$ cat src/verilog/hwk_pkg.sv
package hwk_pkg;
    // register offsets (printed offsets are not multiples of four: index)
    localparam logic [7:0]  SPK_WAKE_IDX    = 8'h12;
    localparam logic [7:0]  TMR_CTRL_IDX    = 8'h16;
    localparam logic [7:0]  TMR_CLEAR_IDX   = 8'h1D;
    localparam logic [7:0]  IRQ_STAT_IDX    = 8'h20;
    localparam logic [7:0]  IRQ_MASK_IDX    = 8'h21;
    localparam logic [7:0]  HALT_CTRL_IDX   = 8'h22;
    // speaker wake register fields
    localparam int          SPK_EN_BIT      = 0;
    localparam int          CLAP_LO_BIT     = 1;
    localparam int          CLAP_HI_BIT     = 2;
    localparam int          SPK_FLAG_BIT    = 3;
    // periodic timer register fields
    localparam int          SEL_LO_BIT      = 0;
    localparam int          SEL_HI_BIT      = 1;
    localparam int          TMR_EN_BIT      = 2;
    localparam int          TMR_FLAG_BIT    = 3;
    // interrupt status / mask fields
    localparam int          IRQ_TMR_BIT     = 0;
    localparam int          IRQ_SPK_BIT     = 1;
    localparam int          IRQ_WIDTH       = 2;
    // reset values, clear key and wake vector
    localparam logic [3:0]  SPK_WAKE_RST    = 4'h0;
    localparam logic [3:0]  TMR_CTRL_RST    = 4'h0;
    localparam logic [3:0]  TMR_CLEAR_KEY   = 4'hA;
    localparam logic [11:0] WAKE_VECTOR     = 12'h004;
    // timing
    localparam int          CLK_HZ          = 125_000_000;
    localparam int          LRO_HZ          = 100_000;
    localparam int          LRO_DIV         = CLK_HZ / LRO_HZ;
    localparam int          PERIOD_1MS      = 1;
    localparam int          PERIOD_16MS     = 16;
    localparam int          PERIOD_64MS     = 64;
    localparam int          PERIOD_128MS    = 128;
    localparam int          TICKS_PER_MS    = LRO_HZ / 1000;
    localparam int          TICKS_1MS       = PERIOD_1MS * TICKS_PER_MS;
    localparam int          TICKS_16MS      = PERIOD_16MS * TICKS_PER_MS;
    localparam int          TICKS_64MS      = PERIOD_64MS * TICKS_PER_MS;
    localparam int          TICKS_128MS     = PERIOD_128MS * TICKS_PER_MS;
    localparam int          CNT_W           = 14;

    typedef enum logic [1:0] {
        HWK_RUN  = 2'b00,
        HWK_HALT = 2'b01,
        HWK_WAKE = 2'b10
    } hwk_mode_t;
endpackage

$ cat src/verilog/hwk_tick_if.sv
interface hwk_tick_if;
    logic       tick;
    logic       ovf;
    logic       clear;
    logic       enable;
    logic [1:0] sel;
    modport ctl (output clear, output enable, output sel,
                 input tick, input ovf);
    modport tmr (input clear, input enable, input sel,
                 output tick, output ovf);
endinterface

$ cat src/verilog/hwk_period_timer.sv
module hwk_period_timer
    import hwk_pkg::*;
#(
    parameter int DIV = LRO_DIV
) (
    input  wire logic clk_in,
    input  wire logic rst_in,
    input  wire logic ce_in,
    hwk_tick_if.tmr   tb
);
    import hwk_pkg::*;

    initial begin
        if (DIV < 1) $error("DIV must be at least 1");
    end

    typedef struct packed {
        logic [15:0]      div;
        logic [CNT_W-1:0] cnt;
        logic             tick;
        logic             ovf;
    } hwk_tmr_state_t;

    hwk_tmr_state_t s_r;
    hwk_tmr_state_t s_nxt;
    logic [CNT_W-1:0] limit;

    always_comb begin
        case (tb.sel)
            2'b00:   limit = CNT_W'(TICKS_1MS - 1);
            2'b01:   limit = CNT_W'(TICKS_16MS - 1);
            2'b10:   limit = CNT_W'(TICKS_64MS - 1);
            2'b11:   limit = CNT_W'(TICKS_128MS - 1);
            default: limit = CNT_W'(TICKS_1MS - 1);
        endcase
    end

    always_comb begin
        s_nxt      = s_r;
        s_nxt.tick = 1'b0;
        s_nxt.ovf  = 1'b0;
        // low-rate oscillator tick
        if (s_r.div == 16'(DIV - 1)) begin
            s_nxt.div  = '0;
            s_nxt.tick = 1'b1;
        end else begin
            s_nxt.div = s_r.div + 16'h0001;
        end
        if (tb.clear) begin
            s_nxt.cnt = '0;
            s_nxt.div = '0;
        end else if (tb.enable && s_r.tick) begin
            if (s_r.cnt >= limit) begin
                s_nxt.cnt = '0;
                s_nxt.ovf = 1'b1;
            end else begin
                s_nxt.cnt = s_r.cnt + CNT_W'(1);
            end
        end
    end

    always_ff @(posedge clk_in) begin
        if (rst_in) begin
            s_r <= '0;
        end else if (ce_in) begin
            s_r <= s_nxt;
        end
    end

    assign tb.tick = s_r.tick;
    assign tb.ovf  = s_r.ovf;
endmodule

$ cat src/verilog/hwk_wake.sv
// Functional notes
// - speaker wake arms only once halted; in run mode audio passes through.
// - while armed both audio output pins are driven to ground.
// - comparator output high (negative pin above reference) wakes from halt.
// - an enabled periodic timer counts in both run and halt modes.
// - timer overflow in halt wakes the processor to vector 004h.
// - each overflow sets a sticky flag that only software or a reset clears.
// - period select 00/01/10/11 gives 1/16/64/128 ms.
// - the timer counts ticks of a 100 kHz low-rate oscillator.
// - writing Ah to the clear register zeroes the timer counter.
// - power-on, low-voltage, external pin and watchdog resets are combined.
// - a reset during halt returns clocking to normal mode.
//
// Local design decision: the APB interface to the registers.
module hwk_wake
    import hwk_pkg::*;
#(
    parameter int LRO_DIVIDE = LRO_DIV
) (
    input  wire logic        clk_in,
    input  wire logic        rst_in,
    input  wire logic        ce_in,
    input  wire logic        psel_in,
    input  wire logic        penable_in,
    input  wire logic        pwrite_in,
    input  wire logic [31:0] paddr_in,
    input  wire logic [31:0] pwdata_in,
    output logic      [31:0] prdata_out,
    output logic             pready_out,
    output logic             pslverr_out,
    input  wire logic        halt_req_in,
    input  wire logic        audio_pos_in,
    input  wire logic        audio_neg_in,
    input  wire logic        compare_wake_in,
    input  wire logic        power_on_reset_in,
    input  wire logic        low_voltage_reset_in,
    input  wire logic        external_reset_n_in,
    input  wire logic        watchdog_reset_in,
    output logic             audio_out_pos_out,
    output logic             audio_out_neg_out,
    output logic             audio_oe_out,
    output logic             halted_out,
    output logic             wake_out,
    output logic [11:0]      wake_vector_out,
    output logic             sys_reset_out,
    output logic             irq_out
);
    import hwk_pkg::*;

    initial begin
        if (LRO_DIVIDE < 1 || LRO_DIVIDE > 65535)
            $error("LRO_DIVIDE out of range");
    end

    typedef struct packed {
        hwk_mode_t              mode;
        logic [3:0]             spk;
        logic [3:0]             tmr;
        logic [3:0]             clr;
        logic [IRQ_WIDTH-1:0]   stat;
        logic [IRQ_WIDTH-1:0]   mask;
        logic                   armed;
        logic                   wake;
        logic                   sysrst;
        logic [31:0]            rdata;
    } hwk_state_t;

    hwk_state_t s_r;
    hwk_state_t s_nxt;

    hwk_tick_if tbus();

    logic       wr_acc;
    logic       rd_acc;
    logic [7:0] idx;
    logic       mapped;
    logic [3:0] wd;
    logic       spk_ev;
    logic       tmr_ev;
    logic       any_reset;

    // apb decode, zero wait states
    assign idx    = paddr_in[9:2];
    assign wd     = pwdata_in[3:0];
    assign wr_acc = psel_in && penable_in && pwrite_in;
    assign rd_acc = psel_in && !penable_in && !pwrite_in;
    assign mapped = (paddr_in[1:0] == 2'b00) && (paddr_in[31:10] == '0) &&
                    (idx == SPK_WAKE_IDX || idx == TMR_CTRL_IDX ||
                     idx == TMR_CLEAR_IDX || idx == IRQ_STAT_IDX ||
                     idx == IRQ_MASK_IDX || idx == HALT_CTRL_IDX);

    // combined reset sources
    assign any_reset = power_on_reset_in || low_voltage_reset_in ||
                       !external_reset_n_in || watchdog_reset_in;

    assign tmr_ev = tbus.ovf;
    assign spk_ev = s_r.armed && compare_wake_in;

    // timer control
    assign tbus.enable = s_r.tmr[TMR_EN_BIT];
    assign tbus.sel    = {s_r.tmr[SEL_HI_BIT], s_r.tmr[SEL_LO_BIT]};
    assign tbus.clear  = wr_acc && mapped && idx == TMR_CLEAR_IDX &&
                         wd == TMR_CLEAR_KEY;

    hwk_period_timer #(
        .DIV (LRO_DIVIDE)
    ) u_timer (
        .clk_in (clk_in),
        .rst_in (rst_in),
        .ce_in  (ce_in),
        .tb     (tbus.tmr)
    );

    always_comb begin
        s_nxt        = s_r;
        s_nxt.wake   = 1'b0;
        s_nxt.sysrst = any_reset;

        // software writes
        if (wr_acc && mapped) begin
            case (idx)
                SPK_WAKE_IDX: begin
                    s_nxt.spk[2:0] = wd[2:0];
                    if (wd[SPK_FLAG_BIT])
                        s_nxt.spk[SPK_FLAG_BIT] = 1'b0;
                end
                TMR_CTRL_IDX: begin
                    s_nxt.tmr[2:0] = wd[2:0];
                    if (wd[TMR_FLAG_BIT])
                        s_nxt.tmr[TMR_FLAG_BIT] = 1'b0;
                end
                TMR_CLEAR_IDX: s_nxt.clr = wd;
                IRQ_STAT_IDX:  s_nxt.stat = s_r.stat & ~wd[IRQ_WIDTH-1:0];
                IRQ_MASK_IDX:  s_nxt.mask = wd[IRQ_WIDTH-1:0];
                default: ;
            endcase
        end

        // mode sequencing
        case (s_r.mode)
            HWK_RUN: begin
                if (halt_req_in) begin
                    s_nxt.mode  = HWK_HALT;
                    s_nxt.armed = s_r.spk[SPK_EN_BIT];
                end
            end
            HWK_HALT: begin
                if (tmr_ev || spk_ev) begin
                    s_nxt.mode  = HWK_WAKE;
                    s_nxt.armed = 1'b0;
                    s_nxt.wake  = 1'b1;
                end
            end
            HWK_WAKE: s_nxt.mode = HWK_RUN;
            default:  s_nxt.mode = HWK_RUN;
        endcase

        // hardware set wins over software clear
        if (tmr_ev) begin
            s_nxt.tmr[TMR_FLAG_BIT] = 1'b1;
            s_nxt.stat[IRQ_TMR_BIT] = 1'b1;
        end
        if (spk_ev && s_r.mode == HWK_HALT) begin
            s_nxt.spk[SPK_FLAG_BIT] = 1'b1;
            s_nxt.stat[IRQ_SPK_BIT] = 1'b1;
        end

        // read data sampled in setup cycle
        s_nxt.rdata = '0;
        if (rd_acc && mapped) begin
            case (idx)
                SPK_WAKE_IDX:  s_nxt.rdata[3:0] = s_r.spk;
                TMR_CTRL_IDX:  s_nxt.rdata[3:0] = s_r.tmr;
                TMR_CLEAR_IDX: s_nxt.rdata[3:0] = s_r.clr;
                IRQ_STAT_IDX:  s_nxt.rdata[IRQ_WIDTH-1:0] = s_r.stat;
                IRQ_MASK_IDX:  s_nxt.rdata[IRQ_WIDTH-1:0] = s_r.mask;
                HALT_CTRL_IDX: s_nxt.rdata[1:0] = s_r.mode;
                default:       s_nxt.rdata = '0;
            endcase
        end

        // reset while halted returns to run mode
        if (any_reset) begin
            s_nxt.mode  = HWK_RUN;
            s_nxt.armed = 1'b0;
            s_nxt.spk   = SPK_WAKE_RST;
            s_nxt.tmr   = TMR_CTRL_RST;
            s_nxt.stat  = '0;
            s_nxt.mask  = '0;
        end
    end

    always_ff @(posedge clk_in) begin
        if (rst_in) begin
            s_r       <= '0;
            s_r.mode  <= HWK_RUN;
            s_r.spk   <= SPK_WAKE_RST;
            s_r.tmr   <= TMR_CTRL_RST;
        end else if (ce_in) begin
            s_r <= s_nxt;
        end
    end

    // audio pins: pass-through in run, grounded while armed
    always_comb begin
        if (s_r.armed) begin
            audio_out_pos_out = 1'b0;
            audio_out_neg_out = 1'b0;
            audio_oe_out      = 1'b1;
        end else begin
            audio_out_pos_out = audio_pos_in;
            audio_out_neg_out = audio_neg_in;
            audio_oe_out      = (s_r.mode != HWK_HALT);
        end
    end

    assign prdata_out      = s_r.rdata;
    assign pready_out      = 1'b1;
    assign pslverr_out     = psel_in && penable_in && !mapped;
    assign halted_out      = (s_r.mode == HWK_HALT);
    assign wake_out        = s_r.wake;
    assign wake_vector_out = WAKE_VECTOR;
    assign sys_reset_out   = s_r.sysrst;
    assign irq_out         = |(s_r.stat & s_r.mask);
endmodule
$ cat config.mk
export PLATFORM = sky130hd
export DESIGN_NAME = hwk_wake
export DESIGN_NICKNAME = d
export VERILOG_FILES = /design/src/verilog/hwk_pkg.sv /design/src/verilog/hwk_tick_if.sv /design/src/verilog/hwk_period_timer.sv /design/src/verilog/hwk_wake.sv
export SDC_FILE = /design/constraint.sdc
export NUM_CORES = 1
export LEC_CHECK = 0
export ABC_AREA = 0
export BUFFER_PORTS_ARGS = -buffer_cell sky130_fd_sc_hd__buf_2
export CAP_MARGIN = 30
export CELL_PAD_IN_SITES_DETAIL_PLACEMENT = 0
export CELL_PAD_IN_SITES_GLOBAL_PLACEMENT = 1
export CORE_ASPECT_RATIO = 0.6
export CORE_MARGIN = 5
export CORE_UTILIZATION = 30
export CTS_BUF_LIST = sky130_fd_sc_hd__clkbuf_8
export CTS_CLUSTER_DIAMETER = 40
export DETAILED_ROUTE_END_ITERATION = 7
export PLACE_DENSITY_LB_ADDON = 0.1
export SETUP_SLACK_MARGIN = 0.05
export SLEW_MARGIN = 0
export SYNTH_ARGS = -nofsm -noshare
export SYNTH_HDL_FRONTEND = slang
export SYNTH_HIERARCHICAL = 1
export SYNTH_SLANG_ARGS = --single-unit
$ cat constraint.sdc
create_clock -name clk_in -period 5.4 [get_ports clk_in]
set_clock_uncertainty 0.05 [all_clocks]
set_input_delay 1.08 -clock clk_in [delete_from_list [all_inputs] [get_ports clk_in]]
set_output_delay 1.08 -clock clk_in [all_outputs]
set_load 0.02 [all_outputs]
==> flow_summary_export.csv, run 1 <==
group,metric,value,unit
outcome,status,"complete, no violations",
cts,post_cts_setup_buffer_count,0,
routing,drt_pre_antenna_iters,4,
sta,tns,0,ns
setup_path,worstSetupEndpointType,"output pin",
logic_synthesis,postSynthRegisterBits,57,
floorplan,placeableCoreArea,0.01265,mm2
sta,max_clock_freq,260.2,MHz
logic_synthesis,synth-edff-count,0,
cts,number_of_cts_inserted_buffers,9,
floorplan,die_width,155.8,um
layout,nNetsFinal,595,
global_routing,grt.met2_usage,0.1707,
global_routing,grt_max_degree,35,
global_routing,grt_first_pass_wirelength,16420,um
setup_path,end_of_the_worst_register_to_register_path,"u_timer/s_r[10]",
setup_path,cpMostUsedCell,"buf_2",
sta,final_critical_path_setup_slack,1.557,ns
floorplan,floorplan.initialDensity,0.3024,
setup_path,critical-path-slowest-cell,"nor2_1",
layout,fraction_of_final_layout_cells_with_drive_strength_greater_than_1,0.2172,
cts,cts-root-to-sink-buffers,2,
logic_synthesis,synth_cells,449,
setup_path,crit_path_cell_trace,"buf_2 -> nor4_4 -> nand4_4 -> nor2_1 -> nand2_1 -> and3_1 -> buf_2",
logic_synthesis,post_synth_num_cell_types,68,
logic_synthesis,dominantRegCellSynth,"dfxtp_1",
cts,worst_setup_hold_path_clk_slew,0.06,ns
setup_path,cp_top_family,"simple AND/OR/NAND/NOR gates",
logic_synthesis,synth_sequential_area_ratio,0.2982,
cts,clk_latency,0.34,ns
place,detailedPlace.worstSlack,1.237,ns
logic_synthesis,post_synth_instance_area,0.003826,mm2
logic_synthesis,yosys.cell_count.top_type,"dfxtp_1",
setup_path,critPathKind,"input pin to output pin",
sta,tightest_slew_margin_relative_to_the_limit,0.4856,
setup_path,rr_startpoint,"s_r[44]",
logic_synthesis,syn-mean-instance-area,8.522,um2
sta,maxSlewViolCount,0,
routing,vias_per_cell,4.859,
routing,drt_first_iter_violations,153,
routing,vias,3309,
pwr,power.ir.vdd_worst,0.1089,mV
setup_path,cp.arrival,2.71,ns
cts,cts_sinks,57,
logic_synthesis,ffs_w_async_s_r_synth,0,
min_path,hold_start,"prdata_out[1]",
sta,rsz0062_at_grt,"no",
setup_path,slowest_delay,0.39,ns
routing,postRouteWirelength,10280,um
place,portBuffers,61,
layout,fillCellCount,1370,
flow_run,cap_viol_max_count,0,
setup_path,cp_num_buf_inv,2,
cts,clock_tree.root_cell,"clkbuf_8",
cts,cts_tree,"done",
min_path,worst_hold_path.num_cells,2,
routing,drc_errors,0,
place,place_hpwl,7969,um
min_path,min_delay_worst_endpoint,"prdata_out[1]",
place,last_weighted_congestion_value_of_the_routability_driven_placer,0.8017,
logic_synthesis,synth_top_cells_by_area,"dfxtp_1 (30%), buf_4 (8.8%), nor2_1 (5.5%)",
logic_synthesis,yosysWarnings,6,
sta,final_setup_viols,0,
setup_path,worstSetupStartpoint,"paddr_in[27]",
floorplan,die_height,97.48,um
floorplan,io_pins,131,
global_routing,track_usage,0.1353,
setup_path,setup.reg_to_reg.worst_slack,2.69,ns
cts,cts_repair_resize_count,0,
global_routing,first_global_vias,3092,
setup_path,worstPathRequired,4.27,ns
logic_synthesis,synth_top_cells_by_count,"dfxtp_1 (57), nor2_1 (56), buf_4 (45), nand2_1 (32), a21oi_1 (28)",
routing,antenna_left,0,
floorplan,total_die_area,0.01519,mm2
sta,tightest_slew,0.7665,ns
min_path,path_type_of_the_worst_min_delay_path,"flip-flop to flip-flop",
pwr,leakage,1.627,nW
logic_synthesis,synth_top_area_frac,0.2982,
pwr,p_per_area,214.1,mW/mm2
setup_path,peak_fanout_along_the_critical_path,8,
layout,antenna-diode-count,0,
sta,period_share,0.7118,
sta,period_minus_slack,3.843,ns
routing,wl_per_cell,15.10,um
logic_synthesis,synth.largest_area_cell,"dfxtp_1",
global_routing,grt_overflow_total,0,
global_routing,globalRouteMet3Util,0.04094,
global_routing,grtUsageMet1,0.2153,
cts,postCtsHoldBufs,0,
setup_path,ff2ff_path_depth,8,
setup_path,crit_path_start_kind,"input pin",
global_routing,globalRoute.busiestLayer,"met1",
layout,area_growth_syn_to_layout,12.20,%
floorplan,std_cell_rows,32,
cts,cts_max_level,3,
global_routing,grt_antenna_before_repair,0,
sta,hold_viol_final,0,
sequential cells by signal, indices dropped and copies added, names as in the netlist:
| register | count |
|---|---|
| prdata_out | 4 |
| s_r | 19 |
| sys_reset_out | 1 |
| u_timer/s_r | 30 |
| u_timer/tb.ovf | 1 |
| u_timer/tb.tick | 1 |
| wake_out | 1 |
how the worst max path moves through the flow:
stage	end	cells past startpoint
after floorplan	u_timer/s_r[10]	9
after global placement	u_timer/s_r[12]	11
after detailed placement	u_timer/s_r[15]	11
after CTS	pslverr_out	7
after global routing	u_timer/s_r[12]	11
final	pslverr_out	7
cells in the final DEF, fill, tap and decap left out, drive strengths merged, types with 6 or more instances in the layout:
master  count
nand2      34
xor2        6
nand2b      7
clkbuf      9
o21ai      13
mux2i      14
conb       41
nor2b       7
nor2       56
dfxtp      57
nand4      13
nor3       12
ha         11
nand3      24
inv         9
buf        63
nor4       15
a21oi      28
a31oi       7
xnor2      12
per-stage QoR:
stage,instance area (um2),hold WS [ns],cells,power [W],utilization
floorplan,3973,0.3763,488,0.0005199,-
global placement,4106,0.3838,665,0.0005363,0.3246
detailed placement,4106,0.3988,665,0.0005377,0.3246
CTS,4293,0.4148,681,0.0009396,0.3393
global route,4293,0.4410,681,0.0009660,0.3393
finish,4293,0.4084,681,0.0009191,0.3393
metal layers:
layer / share of wire / vias up
met1: 0.54 / 1532
li1: - / 1670
met3: 0.072 / 11
met4: 0.010 / 0
met5: 0 / -
met2: 0.38 / 96
worst min-delay path, delay by kind of cell (launching register included):
kind             cells  cell delay [ns]
flip-flops           1             0.33
AND/OR/NAND/NOR      1             0.05
AO/OA/AOI/OAI        1             0.05
cell type report:
cell class                 count  area, um2  area share
clock inverter                 7      62.56     0.01457
multi-input combinational    367       2402      0.5596
tap                          170      212.7     0.04955
clock buffer                   9      123.9     0.02885
sequential                    57       1141      0.2658
inverter                       8      30.03    0.006995
timing repair buffer          63      320.3     0.07461
cells by family after synthesis:
group | synth area share
AO/OA/AOI/OAI | 0.1275
XOR/XNOR | 0.04120
AND/OR/NAND/NOR | 0.3463
buffers and inverters | 0.1122
other | 0.001963
flip-flops | 0.2982
multiplexers | 0.03662
adder cells (fa/ha/maj) | 0.03597
where the power goes:
group          leakage [nW]  internal, W  switching (W)
clock                 0.104     0.000209       0.000182
combinational          1.06    0.0000298      0.0000736
sequential            0.460     0.000422     0.00000238
total                  1.63     0.000661       0.000258
(Power assumes the default switching activity.)
==> run 2: changes to the inputs <==
==> constraint.sdc (replaced) <==
create_clock -name clk_in -period 3.4 [get_ports clk_in]
set_clock_uncertainty 0.05 [all_clocks]
set_input_delay 0.68 -clock clk_in [delete_from_list [all_inputs] [get_ports clk_in]]
set_output_delay 0.68 -clock clk_in [all_outputs]
set_load 0.02 [all_outputs]
==> flow_summary_export.csv, run 2 (synthesized netlist as in run 1, its figures left out) <==
group,metric,value,unit
routing,drt_pre_antenna_iters,6,
cts,clock_tree.root_cell,"clkbuf_8",
sta,max_clock_freq,347.2,MHz
cts,cts-root-to-sink-buffers,2,
global_routing,grt_max_degree,21,
cts,number_of_cts_inserted_buffers,9,
place,place_hpwl,8169,um
pwr,comb_power_share,0.108,
routing,vias,3332,
layout,post_layout_nonfiller_instances,691,
routing,antenna_left,0,
floorplan,floorplan.initialDensity,0.3024,
layout,finished_cell_area,0.004404,mm2
pwr,power.switching,0.0003999,W
place,dpl.cell_count,675,
layout,nNetsFinal,605,
cts,post_cts_setup_buffer_count,0,
place,last_weighted_congestion_value_of_the_routability_driven_placer,0.7649,
sta,tightest_slew,0.6574,ns
pwr,leakage,1.696,nW
sta,tightest_slew_margin_relative_to_the_limit,0.5577,
layout,antenna-diode-count,0,
min_path,path_type_of_the_worst_min_delay_path,"flip-flop to flip-flop",
sta,hold_viol_final,0,
routing,vias_per_cell,4.822,
pwr,power_report.internal_total,0.001167,W
pwr,sw_frac_of_total,0.2552,
sta,period_minus_slack,2.880,ns
floorplan,placeableCoreArea,0.01265,mm2
layout,fillCellCount,1329,
setup_path,crit_path_start_kind,"input pin",
floorplan,std_cell_rows,32,
global_routing,grt_first_pass_wirelength,16710,um
routing,drt_first_iter_violations,167,
flow_run,cap_viol_max_count,0,
pwr,portion_of_total_power_attributed_to_sequential_cells,0.431,
layout,flip_flop_count_of_the_largest_register_all_copies_and_words_added,30,
routing,postRouteWirelength,10420,um
layout,layout_commonest_cell,"buf_2",
layout,largest-register,"u_timer/s_r",
place,placed_area,0.004182,mm2
outcome,status,"complete, no violations",
layout,mostFrequentLayoutCells,"buf_2 (61), dfxtp_1 (57), nor2_1 (56), conb_1 (41), nand2_1 (32)",
floorplan,die_height,97.48,um
sta,maxSlewViolCount,0,
layout,area_growth_syn_to_layout,15.11,%
cts,clk_latency,0.34,ns
cts,postCtsHoldBufs,0,
setup_path,cp.arrival,2.15,ns
global_routing,track_usage,0.1387,
setup_path,worstPathRequired,2.67,ns
floorplan,total_die_area,0.01519,mm2
sta,final_setup_viols,0,
cts,cts_tree,"done",
floorplan,io_pins,131,
pwr,power.ir.vdd_worst,0.1455,mV
pwr,power.share.clock,0.462,
setup_path,peak_fanout_along_the_critical_path,8,
pwr,p_per_area,355.8,mW/mm2
setup_path,worstSetupEndpointType,"output pin",
global_routing,grt_antenna_before_repair,0,
sta,tns,0,ns
cts,cts_max_level,3,
place,portBuffers,61,
global_routing,grt_overflow_total,0,
cts,cts_repair_resize_count,0,
global_routing,first_global_vias,3104,
cts,cts_sinks,57,
routing,wl_per_cell,15.07,um
floorplan,die_width,155.8,um
setup_path,critPathKind,"input pin to output pin",
cts,worst_setup_hold_path_clk_slew,0.07,ns
layout,fraction_of_final_layout_cells_with_drive_strength_greater_than_1,0.2284,
sta,period_share,0.8471,
sta,rsz0062_at_grt,"no",
routing,drc_errors,0,
pwr,post-layout-total-power,0.001567,W
-- run 2: changes by cell type in the layout (fill, tap and decap cells not counted) --
cell	change
inv_1	+2
clkinv_4	-1
clkbuf_8	+2
bufinv_16	+1
buf_4	+10
clkinv_2	-4
-- run 2: worst paths after layout --
path,slack [ns],depth (start not counted),end,start
worst max-delay path,0.52,8,pslverr_out,paddr_in[5]
worst min-delay path,0.41,2,prdata_out[1],prdata_out[1]
worst max register to register,0.92,9,u_timer/s_r[6],s_r[44]
worst min register to register,0.41,2,prdata_out[1],prdata_out[1]
-- run 2: layer usage --
metal | global-route usage | part of all wire
met3 | 0.03961 | 0.065
met5 | 0 | 0
met2 | 0.1714 | 0.38
met4 | 0.03497 | 0.0080
met1 | 0.2247 | 0.54
-- run 2: stage by stage --
stage	util	setup WS, ns	hold slack, ns
5_1_grt	0.3481	0.3336	0.4500
3_3_place_gp	0.3305	0.2362	0.3844
2_1_floorplan	-	0.4195	0.3763
6_report	0.3481	0.5197	0.4110
3_5_place_dp	0.3305	0.2231	0.3918
4_1_cts	0.3481	0.5412	0.4180
-- run 2: power groups by stage --
| stage | registers (W) | logic [W] | clock network (W) |
|---|---|---|---|
| 3_3_place_gp | 0.000690 | 0.000167 | 0 |
| 4_1_cts | 0.000675 | 0.000169 | 0.000752 |
| 2_1_floorplan | 0.000690 | 0.000136 | 0 |
| 6_report | 0.000675 | 0.000169 | 0.000724 |
| 3_5_place_dp | 0.000690 | 0.000168 | 0 |
| 5_1_grt | 0.000675 | 0.000184 | 0.000778 |
-- run 2: final cells by class --
cell class                 instances  area, um2  area share
multi-input combinational        367       2402      0.5455
clock inverter                     5      71.32     0.01619
inverter                           8      30.03    0.006818
sequential                        57       1141      0.2591
clock buffer                      11      151.4     0.03437
tap                              170      212.7     0.04830
timing repair buffer              73      395.4     0.08977
-- run 2: critical path, stage by stage --
cell and delay [ns]:
buf_2 0.16, nor4b_4 0.33, a22oi_1 0.13, o22ai_1 0.21, buf_4 0.16, nand2_1 0.11, and3_1 0.20, buf_2 0.15
==> run 3: changes to the inputs <==
==> constraint.sdc (replaced) <==
create_clock -name clk_in -period 2.6 [get_ports clk_in]
set_clock_uncertainty 0.05 [all_clocks]
set_input_delay 0.52 -clock clk_in [delete_from_list [all_inputs] [get_ports clk_in]]
set_output_delay 0.52 -clock clk_in [all_outputs]
set_load 0.02 [all_outputs]
==> flow_summary_export.csv, run 3 (synthesized netlist as in run 1, its figures left out) <==
group,metric,value,unit
cts,number_of_cts_inserted_buffers,9,
sta,period_share,0.9398,
setup_path,cp_num_buf_inv,3,
global_routing,grt_max_degree,22,
layout,nNetsFinal,628,
setup_path,worstSetupEndpointType,"output pin",
min_path,path_type_of_the_worst_min_delay_path,"flip-flop to flip-flop",
floorplan,total_die_area,0.01519,mm2
routing,drc_errors,0,
routing,antenna_left,0,
floorplan,floorplan.initialDensity,0.3024,
cts,worst_setup_hold_path_clk_slew,0.06,ns
floorplan,die_height,97.48,um
place,last_weighted_congestion_value_of_the_routability_driven_placer,0.8193,
cts,cts_max_level,3,
layout,multi_input_gate_area_in_the_final_layout,0.002456,mm2
place,portBuffers,61,
floorplan,die_width,155.8,um
place,dpl.cell_count,698,
sta,final_critical_path_setup_slack,0.1566,ns
global_routing,grt_first_pass_wirelength,17070,um
sta,period_minus_slack,2.443,ns
layout,layout_commonest_cell,"buf_2",
setup_path,critical-path-slowest-cell,"nor4b_4",
routing,drt_pre_antenna_iters,4,
routing,wl_per_cell,14.75,um
cts,clock_tree.root_cell,"clkbuf_8",
setup_path,peak_fanout_along_the_critical_path,3,
pwr,p_per_area,436.8,mW/mm2
routing,vias,3403,
pwr,leakage,1.826,nW
layout,ff_latch_area,0.001141,mm2
flow_run,cap_viol_max_count,0,
setup_path,cp_top_family,"simple AND/OR/NAND/NOR gates",
sta,max_clock_freq,409.3,MHz
layout,post_layout_nonfiller_instances,713,
global_routing,grt_antenna_before_repair,0,
setup_path,cpMostUsedCell,"buf_2",
global_routing,first_global_vias,3250,
global_routing,grt_overflow_total,0,
setup_path,cp.arrival,1.87,ns
routing,drt_first_iter_violations,179,
setup_path,crit_path_start_kind,"input pin",
global_routing,track_usage,0.1399,
sta,rsz0062_at_grt,"no",
sta,maxSlewViolCount,0,
routing,postRouteWirelength,10520,um
cts,cts_tree,"done",
layout,mostFrequentLayoutCells,"buf_2 (61), dfxtp_1 (57), nor2_1 (56), conb_1 (41), buf_4 (35)",
setup_path,critPathKind,"input pin to output pin",
layout,finalCoreUtilization,0.3653,
sta,final_setup_viols,0,
sta,tightest_slew,0.6208,ns
cts,postCtsHoldBufs,0,
place,detailedPlace.worstSlack,-0.1367,ns
routing,vias_per_cell,4.773,
pwr,power.ir.vdd_worst,0.2443,mV
place,place_hpwl,8377,um
layout,area_growth_syn_to_layout,20.80,%
sta,hold_viol_final,0,
outcome,status,"complete, no violations",
sta,tightest_slew_margin_relative_to_the_limit,0.5862,
layout,antenna-diode-count,0,
layout,largest-register,"u_timer/s_r",
cts,clk_latency,0.34,ns
setup_path,worstPathRequired,2.03,ns
floorplan,std_cell_rows,32,
layout,fillCellCount,1358,
floorplan,io_pins,131,
setup_path,slowest_delay,0.33,ns
cts,cts-root-to-sink-buffers,2,
setup_path,crit_path_cell_trace,"buf_2 -> nor4b_4 -> a22oi_2 -> o22ai_2 -> buf_4 -> nand2_2 -> and3_1 -> buf_2",
floorplan,placeableCoreArea,0.01265,mm2
layout,flip_flop_count_of_the_largest_register_all_copies_and_words_added,30,
cts,cts_sinks,57,
layout,fraction_of_final_layout_cells_with_drive_strength_greater_than_1,0.2781,
[run 3: changes by cell type in the layout (fill, tap and decap cells not counted), moves of 2 or more]
cell	previous run	this run
inv_1	11	8
clkbuf_8	11	13
buf_4	12	35
nor3_1	11	9
[run 3: where the power goes]
group          total, W  switching (W)  internal, W
Clock          0.000899       0.000359     0.000541
Combinational  0.000237       0.000158    0.0000784
Sequential     0.000883     0.00000491     0.000878
[run 3: worst register-to-register path, stage by stage, from the launching register on]
cell      delay, ns
dfxtp_1        0.35
ha_1           0.24
nor4_1         0.47
nor4_2         0.14
a221oi_4       0.63
a31oi_2        0.16
buf_4          0.19
nor2_1         0.11
[run 3: area by class of cell]
type | instances | share of cell area
repair buffers | 96 | 0.1229
multi-input cells | 367 | 0.5314
well taps | 170 | 0.04602
clock inverters | 2 | 0.007580
flip-flops and latches | 57 | 0.2469
inverters | 8 | 0.006497
clock buffers | 13 | 0.03871
[run 3: routing by layer]
layer,vias up,wire length (um),share of wire,global-route usage
met3,9,682,0.065,0.03516
met1,1574,5676,0.54,0.2246
li1,1733,-,-,-
met2,87,4064,0.39,0.1800
met4,0,91,0.0087,0.03295
met5,-,0,0,0
[run 3: repair_timing]
action,in CTS,in global routing
setup buffers,0,0
resized for setup,0,5
endpoints found under the setup margin,0,15
[run 3: metrics by stage]
step	hold slack [ns]	setup TNS, ns	instance area [um2]	power [W]
after floorplan	0.3763	0	3996	0.001081
after global placement	0.3874	-1.404	4377	0.001134
after detailed placement	0.3931	-1.520	4377	0.001137
after CTS	0.4079	0	4591	0.002044
after global routing	0.4392	0	4622	0.002105
final	0.4031	0	4622	0.002019
[run 3: final timing paths]
kind / from / endpoint / slack, ns / depth (start not counted)
worst max-delay path: paddr_in[5] / pslverr_out / 0.16 / 8
worst min-delay path: prdata_out[1] / prdata_out[1] / 0.40 / 2
worst max register to register: u_timer/s_r[3] / u_timer/s_r[8] / 0.20 / 7
worst min register to register: prdata_out[1] / prdata_out[1] / 0.40 / 2
